==> src/shared/pere_pkg.sv <==
// constants and types shared by the port error rate enable block
package pere_pkg;

    // ----------------------------------------------------------------
    // bus and register map
    // ----------------------------------------------------------------
    localparam int unsigned DATA_W        = 32;
    localparam int unsigned IDX_LSB       = 2;
    localparam int unsigned IDX_W         = 6;
    localparam logic [5:0]  IDX_RATE_EN   = 6'h00;
    localparam logic [5:0]  IDX_DETECT    = 6'h01;
    localparam logic [5:0]  IDX_COUNT     = 6'h02;
    localparam logic [5:0]  IDX_THRESH    = 6'h03;
    localparam logic [5:0]  IDX_CAPT_ATTR = 6'h04;
    localparam logic [5:0]  IDX_CAPT_DATA = 6'h05;
    localparam logic [5:0]  IDX_IRQ_STAT  = 6'h06;
    localparam logic [5:0]  IDX_IRQ_MASK  = 6'h07;
    localparam logic [1:0]  HTRANS_NONSEQ = 2'h2;
    localparam logic [1:0]  HRESP_OKAY    = 2'h0;

    // ----------------------------------------------------------------
    // enable bit positions, one per error class
    // ----------------------------------------------------------------
    localparam int unsigned BIT_VENDOR    = 0;
    localparam int unsigned BIT_CTL_CRC   = 9;
    localparam int unsigned BIT_ACK_BADID = 10;
    localparam int unsigned BIT_REFUSED   = 11;
    localparam int unsigned BIT_PKT_BADID = 12;
    localparam int unsigned BIT_PKT_CSUM  = 13;
    localparam int unsigned BIT_OVERSIZE  = 14;
    localparam int unsigned BIT_LR_BADID  = 26;
    localparam int unsigned BIT_UNEXP_SYM = 27;
    localparam int unsigned BIT_FRAMING   = 29;
    localparam int unsigned BIT_STRAY_ACK = 30;
    localparam int unsigned BIT_TIMEOUT   = 31;
    localparam logic [31:0] RATE_EN_MASK  = 32'hec007e01;
    localparam logic [31:0] NO_INFO_MASK  = 32'ha4000000;
    localparam logic [31:0] RATE_EN_RST   = 32'h00000000;
    localparam logic [31:0] DETECT_RST    = 32'h00000000;

    // ----------------------------------------------------------------
    // capture attribute and interrupt layout
    // ----------------------------------------------------------------
    localparam int unsigned ERR_TYPE_W    = 5;
    localparam int unsigned VAL_CAPT_BIT  = 31;
    localparam int unsigned IRQ_W         = 2;
    localparam int unsigned IRQ_THRESH    = 0;
    localparam int unsigned IRQ_CAPT      = 1;

    // kinds of vendor defined logical or transport fault
    typedef enum logic [2:0] {
        VD_RSVD_TRANSPORT,
        VD_MAX_RETRY,
        VD_UNMAPPED_DEST,
        VD_LOOKUP_PARITY,
        VD_OTHER
    } pere_vd_kind_t;

    // fault report from the port logic, one cycle per event
    typedef struct packed {
        logic [31:0]   flags;
        pere_vd_kind_t vd_kind;
        logic [31:0]   info;
        logic [31:0]   last_rx;
    } pere_fault_t;

endpackage

==> src/pere_top.sv <==
// port error rate enable, detect, counter, capture and interrupt over AHB-Lite
//
// Functional notes
// - errors count and capture only when enabled
// - software detect write counts enabled classes
// - threshold reach raises software notification
// - bit 0 enables vendor defined faults
// - vendor capture valid only certain kinds
// - bit 9 enables control symbol checksum faults
// - bit 10 enables acknowledge bad id
// - bit 11 enables refused acknowledge symbols
// - bit 12 enables packet bad id
// - bit 13 enables packet checksum faults
// - bit 14 enables oversize packets
// - bit 26 enables link reply bad id
// - bit 27 enables unexpected symbol faults
// - bit 29 enables framing faults
// - bit 30 enables stray acknowledge symbols
// - bit 31 enables reply timeouts
//
// Chosen here: the AHB-Lite slave port and the register addresses.
`timescale 1ns/1ns
`default_nettype none

module pere_top
    import pere_pkg::*;
#(
    parameter int unsigned CNT_W = 8
) (
    // clock and reset
    input  wire logic              clock,
    input  wire logic              rst_n,
    // AHB-Lite slave
    input  wire logic              hsel,
    input  wire logic [31:0]       haddr,
    input  wire logic [1:0]        htrans,
    input  wire logic              hwrite,
    input  wire logic [2:0]        hsize,
    input  wire logic [31:0]       hwdata,
    input  wire logic              hready,
    output logic [31:0]            hrdata,
    output logic                   hreadyout,
    output logic [1:0]             hresp,
    // fault reports from the port
    input  wire pere_fault_t       fault,
    // notification
    output logic                   irq
);

    // ----------------------------------------------------------------
    // state
    // ----------------------------------------------------------------
    typedef struct packed {
        logic [31:0]           rate_en;
        logic [31:0]           detect;
        logic [CNT_W-1:0]      cnt;
        logic [CNT_W-1:0]      thresh;
        logic [ERR_TYPE_W-1:0] capt_type;
        logic                  capt_valid;
        logic [31:0]           capt_data;
        logic [IRQ_W-1:0]      irq_stat;
        logic [IRQ_W-1:0]      irq_mask;
        logic                  irq;
        logic                  wr_pend;
        logic [IDX_W-1:0]      wr_idx;
        logic [31:0]           hrdata;
        logic                  hreadyout;
        logic [1:0]            hresp;
    } pere_state_t;

    localparam logic [CNT_W-1:0] CNT_ONE = CNT_W'(1);

    pere_state_t s_q;
    pere_state_t s_d;
    logic        rst_meta_q;
    logic        rst_sync_q;

    // ----------------------------------------------------------------
    // reset release
    // ----------------------------------------------------------------
    always_ff @(posedge clock or negedge rst_n) begin
        if (!rst_n) begin
            rst_meta_q <= 1'b0;
            rst_sync_q <= 1'b0;
        end else begin
            rst_meta_q <= 1'b1;
            rst_sync_q <= rst_meta_q;
        end
    end

    // lowest numbered active class wins the capture slot
    function automatic logic [ERR_TYPE_W-1:0] first_class(input logic [31:0] v);
        logic [ERR_TYPE_W-1:0] r;
        r = '0;
        for (int i = 31; i >= 0; i--) begin
            if (v[i]) begin
                r = ERR_TYPE_W'(i);
            end
        end
        return r;
    endfunction

    // ----------------------------------------------------------------
    // next state
    // ----------------------------------------------------------------
    logic [31:0]      gate;
    logic [31:0]      hw_hit;
    logic [31:0]      sw_hit;
    logic             addr_ok;
    logic [IDX_W-1:0] rd_idx;
    logic             wr_now;
    logic             cnt_clr;
    logic             cnt_inc;
    logic             cnt_max;
    logic             thresh_hit;
    logic             capt_take;
    logic             info_ok;
    logic [31:0]      rd_val;

    always_comb begin
        s_d = s_q;

        // per class gating
        gate                = '0;
        gate[BIT_VENDOR]    = s_q.rate_en[BIT_VENDOR];
        gate[BIT_CTL_CRC]   = s_q.rate_en[BIT_CTL_CRC];
        gate[BIT_ACK_BADID] = s_q.rate_en[BIT_ACK_BADID];
        gate[BIT_REFUSED]   = s_q.rate_en[BIT_REFUSED];
        gate[BIT_PKT_BADID] = s_q.rate_en[BIT_PKT_BADID];
        gate[BIT_PKT_CSUM]  = s_q.rate_en[BIT_PKT_CSUM];
        gate[BIT_OVERSIZE]  = s_q.rate_en[BIT_OVERSIZE];
        gate[BIT_LR_BADID]  = s_q.rate_en[BIT_LR_BADID];
        gate[BIT_UNEXP_SYM] = s_q.rate_en[BIT_UNEXP_SYM];
        gate[BIT_FRAMING]   = s_q.rate_en[BIT_FRAMING];
        gate[BIT_STRAY_ACK] = s_q.rate_en[BIT_STRAY_ACK];
        gate[BIT_TIMEOUT]   = s_q.rate_en[BIT_TIMEOUT];

        // bus address phase
        addr_ok = hsel && hready && (htrans == HTRANS_NONSEQ);
        rd_idx  = haddr[IDX_LSB +: IDX_W];
        wr_now  = s_q.wr_pend;

        hw_hit  = fault.flags & RATE_EN_MASK & gate;
        sw_hit  = (wr_now && s_q.wr_idx == IDX_DETECT) ? (hwdata & RATE_EN_MASK & gate) : '0;
        cnt_clr = wr_now && (s_q.wr_idx == IDX_COUNT);
        cnt_inc = (|hw_hit) || (|sw_hit);
        cnt_max = &s_q.cnt;

        // error rate counter, saturating
        if (cnt_clr) begin
            s_d.cnt = '0;
        end
        if (cnt_inc && !cnt_max) begin
            s_d.cnt = (cnt_clr ? '0 : s_q.cnt) + CNT_ONE;
        end
        thresh_hit = cnt_inc && !cnt_max && (s_q.thresh != '0)
                     && ((cnt_clr ? CNT_ONE : s_q.cnt + CNT_ONE) == s_q.thresh);

        // capture of the first enabled fault
        capt_take = (|hw_hit) && !s_q.capt_valid;
        info_ok   = 1'b1;
        if (first_class(hw_hit) == ERR_TYPE_W'(BIT_VENDOR)) begin
            info_ok = (fault.vd_kind == VD_RSVD_TRANSPORT)
                      || (fault.vd_kind == VD_UNMAPPED_DEST);
        end else if (|(hw_hit & NO_INFO_MASK & ~(hw_hit - 32'h1) & hw_hit)) begin
            info_ok = 1'b0;
        end

        // register writes in the data phase
        if (wr_now) begin
            case (s_q.wr_idx)
                IDX_RATE_EN: begin
                    s_d.rate_en = hwdata & RATE_EN_MASK;
                end
                IDX_DETECT: begin
                    s_d.detect = hwdata & RATE_EN_MASK;
                end
                IDX_THRESH: begin
                    s_d.thresh = hwdata[CNT_W-1:0];
                end
                IDX_CAPT_ATTR: begin
                    if (!hwdata[VAL_CAPT_BIT]) begin
                        s_d.capt_valid = 1'b0;
                    end
                end
                IDX_IRQ_STAT: begin
                    s_d.irq_stat = s_q.irq_stat & ~hwdata[IRQ_W-1:0];
                end
                IDX_IRQ_MASK: begin
                    s_d.irq_mask = hwdata[IRQ_W-1:0];
                end
                default: begin
                end
            endcase
        end

        // hardware sets win over software clears
        s_d.detect = s_d.detect | (fault.flags & RATE_EN_MASK);
        if (capt_take) begin
            s_d.capt_type  = first_class(hw_hit);
            s_d.capt_data  = (first_class(hw_hit) == ERR_TYPE_W'(BIT_VENDOR)
                              && fault.vd_kind == VD_MAX_RETRY) ? fault.last_rx : fault.info;
            s_d.capt_valid = info_ok;
        end
        if (thresh_hit) begin
            s_d.irq_stat[IRQ_THRESH] = 1'b1;
        end
        if (capt_take && info_ok) begin
            s_d.irq_stat[IRQ_CAPT] = 1'b1;
        end
        s_d.irq = |(s_d.irq_stat & s_d.irq_mask);

        // read data prepared in the address phase
        case (rd_idx)
            IDX_RATE_EN:   rd_val = s_q.rate_en;
            IDX_DETECT:    rd_val = s_q.detect;
            IDX_COUNT:     rd_val = 32'(s_q.cnt);
            IDX_THRESH:    rd_val = 32'(s_q.thresh);
            IDX_CAPT_ATTR: rd_val = {s_q.capt_valid, 23'h000000, 3'h0, s_q.capt_type};
            IDX_CAPT_DATA: rd_val = s_q.capt_data;
            IDX_IRQ_STAT:  rd_val = 32'(s_q.irq_stat);
            IDX_IRQ_MASK:  rd_val = 32'(s_q.irq_mask);
            default:       rd_val = 32'h00000000;
        endcase
        s_d.hrdata    = (addr_ok && !hwrite) ? rd_val : 32'h00000000;
        s_d.wr_pend   = addr_ok && hwrite;
        s_d.wr_idx    = rd_idx;
        s_d.hreadyout = 1'b1;
        s_d.hresp     = HRESP_OKAY;
    end

    // ----------------------------------------------------------------
    // state register
    // ----------------------------------------------------------------
    always_ff @(posedge clock or negedge rst_sync_q) begin
        if (!rst_sync_q) begin
            s_q            <= '0;
            s_q.rate_en    <= RATE_EN_RST;
            s_q.detect     <= DETECT_RST;
            s_q.hreadyout  <= 1'b1;
            s_q.hresp      <= HRESP_OKAY;
        end else begin
            s_q <= s_d;
        end
    end

    assign hrdata    = s_q.hrdata;
    assign hreadyout = s_q.hreadyout;
    assign hresp     = s_q.hresp;
    assign irq       = s_q.irq;
endmodule

`default_nettype wire

==> config.mk <==
export PLATFORM = sky130hd
export DESIGN_NAME = pere_top
export DESIGN_NICKNAME = d
export VERILOG_FILES = /design/src/shared/pere_pkg.sv /design/src/pere_top.sv
export SDC_FILE = /design/constraint.sdc
export NUM_CORES = 1
export LEC_CHECK = 0
export BUFFER_PORTS_ARGS = -buffer_cell sky130_fd_sc_hd__buf_2
export CORE_MARGIN = 1.5
export CORE_UTILIZATION = 25
export DETAILED_ROUTE_END_ITERATION = 16
export GPL_ROUTABILITY_DRIVEN = 0
export MAX_ROUTING_LAYER = met4
export PLACE_DENSITY_LB_ADDON = 0.05
export REMOVE_ABC_BUFFERS = 1
export SYNTH_ARGS = -nofsm -noshare
export SYNTH_HDL_FRONTEND = slang
export SYNTH_SLANG_ARGS = --single-unit
==> constraint.sdc <==
create_clock -name clock -period 10.6 [get_ports clock]
set_clock_uncertainty 0.2 [all_clocks]
set_input_delay 0.53 -clock clock [delete_from_list [all_inputs] [get_ports clock]]
set_output_delay 0.53 -clock clock [all_outputs]
set_load 0.1 [all_outputs]
==> results.yml, run 1 <==
hold_path:
  worstHoldStart: "haddr[6]"
  hp-class: "in2reg"
  holdPathStages: 1
  min_to: "s_q[39]$_DFF_PN0_"
synth:
  synth_seq_cells: 124
  synth_compound_area_share_pct: 13.2
  yosys.area_share.adder_pct: 0.397
  synth-simple-area-share_pct: 16.6
  yosys_warnings: 0
  synthTopCellsByCount: "124 x dfrtp_1, 61 x nor2_1, 55 x nand2_1"
  synthXorXnorAreaFrac_pct: 1.11
  synth_edf_count: 0
  async_reset_ff_share_pct: 100
  yosysTopAreaCell: "dfrtp_1"
  avgSynthCellArea_um2: 10.2
  ys.flop_type: "dfrtp_1"
  syn_area_mm2: 0.00631
  synth_top_area_share_pct: 49.2
  synth_cells: 619
  synth_cell_types: 63
  synthMuxAreaShare_pct: 12.2
  netlist_top_cells_area: "dfrtp_1 49%, mux2_2 6.4%, mux2i_1 5.4%"
  yosysSeqAreaShare_pct: 49.2
  synth_top_family_by_area: "simple AND/OR/NAND/NOR gates"
  synth.most_common_cell: "dfrtp_1"
critical_path:
  worstReg2RegEnd: "s_q[77]$_DFFE_PN0P_"
  crit_required_ps: 10660
  end_kind: "register"
  path_class: "reg2reg"
  reg2reg_depth: 7
  crit_fanout: 29
  reg2reg_from: "gate[14]$_DFFE_PN0P_"
  regToRegSetupSlack_ps: 6900
  startpoint_type: "register"
  arrival_ps: 3770
sta:
  slew_headroom_pct: 29.6
  slew_violations: 0
  period_minus_slack_ps: 3700
  worstMarginPinSlew_ps: 1050
  setup_tns_ps: 0
  setup_slack_ps: 6900
  rsz0062_at_grt: "no"
  setup_violations: 0
  period_share_pct: 34.9
  final-hold-violation-count: 0
  max_freq_mhz: 270
global_routing:
  antenna_found_initial: 1
  grt_pass1_vias: 5072
  grt_overflow_total: 0
  grt_usage_pct: 15.4
  grt_max_degree: 79
  grt_pass1_wl_mm: 29.4
clock_tree:
  path_clk_slew_ps: 60
  max-clock-path-buffers: 2
  root_buffer: "clkbuf_16"
  insertion_delay_ps: 420
  htreeDepth: 4
  cts.sink_count: 124
  numCtsBuffers: 17
  cts_tree: "built"
  cts_setup_buffers: 0
cells_and_area:
  nNetsFinal: 896
  drive_above_1_share_pct: 31.6
  area_delta_synth_final_pct: 22.9
  fin_util_pct: 31.6
  final_area_mm2: 0.00775
routing:
  wl_per_cell_um: 17.8
  detail_route.vias_per_cell: 4.68
  first_pass_iters: 5
  ant_nets: 0
  drc: 0
  first_iter_violations: 254
  finalWirelength_mm: 18.9
  vias: 4960
floorplan:
  core_mm2: 0.0245
  die_height_um: 162
  die_x_um: 162
  rows: 57
  start_util_pct: 25.7
  io-pin-count: 209
  die_area_mm2: 0.0262
placement:
  post-place-ws_ps: 6680
  place.detailed.hpwl_mm: 13.2
  io_buffers: 143
  dpl_cell_area_mm2: 0.00709
job:
  drv_cap: 0
power:
  leakagePower_nw: 3.72
  finalPower_w: 0.00152
  peakVddDrop_mv: 0.0787
  powerDensity_mw_per_mm2: 196
run_status:
  status: "finished, final reports clean"
-- repair_timing --
item,4_1_cts,5_1_grt
gates resized for setup,0,0
endpoints found under the setup margin,0,0
hold buffers,1,0
endpoints found under the hold margin,2,0
-- layout make-up --
type | instances | area (um2)
inverters | 9 | 33.8
repair buffers | 149 | 763
clock inverters | 14 | 220
clock buffers | 18 | 429
fillers | 2577 | 16800
diodes | 1 | 2.50
well taps | 324 | 405
flip-flops and latches | 124 | 3110
multi-input cells | 420 | 2790
-- cells by family after synthesis --
group,after synthesis
multiplexers,71
adder cells (fa/ha/maj),2
other,2
flip-flops,124
AO/OA/AOI/OAI,129
XOR/XNOR,8
buffers and inverters,77
AND/OR/NAND/NOR,206
-- sequential cells by signal (all words and copies together), names as in the netlist --
signal / count
gate: 12
rst_meta_q: 1
s_q: 76
wr_now: 1
rst_sync_q: 1
irq: 1
hrdata: 32
-- power by group --
group	total, W	switching (W)	internal (W)
Sequential	0.000623	0.0000660	0.000557
Combinational	0.000247	0.000138	0.000110
Clock	0.000648	0.000230	0.000418
Total	0.00152	0.000433	0.00108
-- metal layers --
layer | part of all wire, % | up-vias | global-route usage [%] | routed length, um
met5 | 0 | - | - | 0
met4 | 1.0 | 0 | 4.46 | 188
met3 | 4.6 | 12 | 3.52 | 869
met2 | 46 | 149 | 23.7 | 8690
met1 | 48 | 2404 | 20.1 | 9150
li1 | - | 2395 | - | -
-- through the flow --
stage          hold slack [ps]  instances
2_1_floorplan             34.4        553
3_3_place_gp               125       1025
3_5_place_dp               126       1025
4_1_cts                   32.9       1058
5_1_grt                   37.0       1059
6_report                  64.6       1059
-- cell usage in the layout (no fill, tap or decap), types with 17 or more instances in the layout --
cell type / n
nor2_1: 61
nand2_1: 55
a21oi_1: 49
a22oi_1: 20
o21ai_0: 17
dfrtp_1: 123
buf_2: 143
clkbuf_16: 17
mux2_2: 36
mux2i_1: 34
-- critical path, cell delays in order (launching register included) --
cell      delay, ps
dfrtp_1         430
a222oi_1        740
and4_1          400
a21boi_1        140
or4b_2          800
buf_4           330
mux2i_1         330
a21oi_1         110
-- worst max-delay path by stage --
stage                         startpoint                   to  slack, ps
finish              gate[14]$_DFFE_PN0P_  s_q[77]$_DFFE_PN0P_       6900
detailed placement             fault[81]  s_q[77]$_DFFE_PN0P_       6680
CTS                 gate[14]$_DFFE_PN0P_  s_q[77]$_DFFE_PN0P_       6860
floorplan                      fault[81]        irq$_DFF_PN0_       6130
global route        gate[14]$_DFFE_PN0P_  s_q[77]$_DFFE_PN0P_       6640
global placement               fault[81]  s_q[77]$_DFFE_PN0P_       6690
Note: power is estimated with default switching activity, not from simulation.
==> inputs of run 2 (changes only) <==
--- a/config.mk
+++ b/config.mk
@@ -5,6 +5,7 @@
 export SDC_FILE = /design/constraint.sdc
 export NUM_CORES = 1
 export LEC_CHECK = 0
+export ABC_AREA = 1
 export BUFFER_PORTS_ARGS = -buffer_cell sky130_fd_sc_hd__buf_2
 export CORE_MARGIN = 1.5
 export CORE_UTILIZATION = 25
==> constraint.sdc (replaced) <==
create_clock -name clock -period 3.75 [get_ports clock]
set_clock_uncertainty 0.2 [all_clocks]
set_input_delay 0.1875 -clock clock [delete_from_list [all_inputs] [get_ports clock]]
set_output_delay 0.1875 -clock clock [all_outputs]
set_load 0.1 [all_outputs]
==> run 2 against run 1 <==
Compared with the run above: the run now ends with hold timing left; first-iteration DRC count unchanged; critical endpoint is now s_q[72]$_DFFE_PN0P_; wire length increased by 7.5%; largest cell class unchanged; global-route usage increased by 1.7 points.
==> results.yml, run 2 <==
routing:
  detail_route.vias_per_cell: 4.43
  finalWirelength_mm: 20.3
  vias: 5885
  first_iter_violations: 254
  drc: 0
  wl_per_cell_um: 15.3
  ant_nets: 0
  first_pass_iters: 4
sta:
  fin_hold_ws_ps: -2.11
  final-hold-violation-count: 1
  slew_violations: 0
  rsz0062_at_grt: "no"
  period_share_pct: 79.2
  period_minus_slack_ps: 2970
  max_freq_mhz: 337
  setup_slack_ps: 778
  worstMarginPinSlew_ps: 913
  setup_violations: 0
  slew_headroom_pct: 38.8
critical_path:
  crit_top_cell: "nand2_1"
  startpoint_type: "input port"
  regToRegSetupSlack_ps: 800
  critPathMaxStageDelay_ps: 580
  reg2reg_depth: 10
  cp_num_buf_inv: 4
  path_cells: "dlygate4sd3_1, buf_2, nand2_1, nand2_1, nor2_2, nand4_1, o21ai_1, nand2_1, inv_2, o21ai_0, o22ai_1, dlygate4sd3_1"
  critPathTopFamily: "buffers and inverters"
  reg2reg_from: "gate[13]$_DFFE_PN0P_"
  crit_cells: 12
  worstReg2RegEnd: "s_q[72]$_DFFE_PN0P_"
  crit_required_ps: 3900
  path_class: "in2reg"
  crit_end: "s_q[72]$_DFFE_PN0P_"
  startpoint: "fault[80]"
  crit_fanout: 32
  end_kind: "register"
  arrival_ps: 3120
  critPathSlowestCell: "dlygate4sd3_1"
clock_tree:
  numCtsBuffers: 17
  cts.sink_count: 124
  htreeDepth: 4
  max-clock-path-buffers: 2
  insertion_delay_ps: 420
  cts.repair.resized: 0
  path_clk_slew_ps: 60
  root_buffer: "clkbuf_16"
  cts_tree: "built"
hold_path:
  holdPathStages: 4
  hp-class: "in2reg"
global_routing:
  grt_max_degree: 62
  grt_pass1_vias: 6177
  grt_overflow_total: 0
  grt_pass1_wl_mm: 32.8
  antenna_found_initial: 0
  grt_usage_pct: 17.0
placement:
  io_buffers: 143
  post-place-ws_ps: 1200
  place_inst: 1181
  place.detailed.hpwl_mm: 13.8
cells_and_area:
  top_register: "s_q"
  fillers: 2619
  multi_input_area_mm2: 0.00234
  antennaDiodeCount: 0
  regArea_mm2: 0.00311
  final_common_cell: "nand2_1"
  nNetsFinal: 1168
  final_cell_mix: "169 x nand2_1, 143 x buf_2, 123 x dfrtp_1, 117 x dlygate4sd3_1, 95 x inv_1"
  area_delta_synth_final_pct: 41.8
  drive_above_1_share_pct: 20.6
  largest_register_ffs: 76
  layoutNonFillerInstCount: 1329
  fin_util_pct: 36.1
synth:
  avgSynthCellArea_um2: 8.10
  yosys_warnings: 0
  yosysSeqAreaShare_pct: 50.2
  synth_edf_count: 0
  yosysTopAreaCell: "dfrtp_1"
  syn_area_mm2: 0.00618
  synthMuxAreaShare_pct: 0.364
  netlist_top_cells_area: "dfrtp_1 50%, nand2_1 10%, inv_1 5.8%"
  synth-simple-area-share_pct: 22.0
  yosys.area_share.adder_pct: 0.405
  async_reset_ff_share_pct: 100
  synth.most_common_cell: "nand2_1"
  synth_cell_types: 41
  synthXorXnorAreaFrac_pct: 0.850
  synth_cells: 764
  synthTopCellsByCount: "169 x nand2_1, 124 x dfrtp_1, 95 x inv_1"
  ys.flop_type: "dfrtp_1"
  synth_compound_area_share_pct: 14.1
  synth_top_area_share_pct: 50.2
  synth_seq_cells: 124
  synth_top_family_by_area: "simple AND/OR/NAND/NOR gates"
power:
  peakVddDrop_mv: 0.237
  leakagePower_nw: 4.39
  powerDensity_mw_per_mm2: 497
floorplan:
  die_area_mm2: 0.0257
  start_util_pct: 25.4
  core_mm2: 0.0243
  rows: 57
  io-pin-count: 209
  die_height_um: 160
  die_x_um: 160
job:
  drv_cap: 0
run_status:
  failed_checks: "hold timing"
  status: "complete, but fails checks"
-- run 2: worst min-delay path by stage --
| stage | start | endpoint | slack (ps) |
|---|---|---|---|
| floorplan | rst_n | rst_meta_q$_DFF_PN0_ | -310 |
| global placement | rst_n | rst_meta_q$_DFF_PN0_ | -230 |
| detailed placement | rst_n | rst_meta_q$_DFF_PN0_ | -230 |
| CTS | fault[66] | s_q[79]$_DFFE_PN0P_ | 10 |
| global route | fault[66] | s_q[79]$_DFFE_PN0P_ | 30 |
| finish | fault[66] | s_q[79]$_DFFE_PN0P_ | -2 |
-- run 2: area by class of cell --
| type | count | area share (%) |
|---|---|---|
| clock inverters | 12 | 1.68 |
| clock buffers | 19 | 5.05 |
| multi-input cells | 481 | 26.7 |
| well taps | 324 | 4.62 |
| flip-flops and latches | 124 | 35.4 |
| inverters | 101 | 4.32 |
| repair buffers | 268 | 22.2 |
-- run 2: cells by family (layout without fill, tap and decap cells) --
group / after synthesis / in the layout
AO/OA/AOI/OAI: 151 / 151
multiplexers: 2 / 2
XOR/XNOR: 6 / 6
flip-flops: 124 / 124
other: 2 / 4
buffers and inverters: 161 / 400
AND/OR/NAND/NOR: 316 / 316
adder cells (fa/ha/maj): 2 / 2
-- run 2: report_power, final --
part / switching (W) / internal (W) / leakage, nW / total, W
sequential: 0.000138 / 0.00156 / 1.45 / 0.00170
combinational: 0.000474 / 0.000505 / 2.66 / 0.000980
clock: 0.000624 / 0.00105 / 0.288 / 0.00168
-- run 2: through the flow --
step	area, um2	power [W]	hold slack, ps	setup TNS, ps
floorplan	5820	0.00217	-308	-19570
global placement	7010	0.00241	-228	0
detailed placement	7010	0.00242	-226	0
CTS	8770	0.00441	14.3	0
global route	8770	0.00465	34.7	0
finish	8770	0.00436	-2.11	0
-- run 2: repair_timing --
item | CTS | global route
hold buffers | 117 | 0
endpoints found under the hold margin | 79 | 0
buffers inserted | 0 | 0
setup endpoints to repair | 0 | 0
-- run 2: routing by layer --
| metal | vias up | part of all wire, % | global-route usage (%) |
|---|---|---|---|
| met5 | - | 0 | - |
| met4 | 0 | 0.98 | 4.29 |
| met3 | 15 | 4.6 | 3.77 |
| met2 | 156 | 46 | 27.3 |
| met1 | 2809 | 48 | 21.8 |
| li1 | 2905 | - | - |
-- run 2: worst register-to-register path, stage by stage (launching register included) --
cell,delay (ps)
dfrtp_1,400
nand2_1,130
nand2_1,80
nor2_2,140
nand4_1,100
o21ai_1,250
nand2_1,120
inv_2,500
o21ai_0,190
o22ai_1,170
dlygate4sd3_1,580
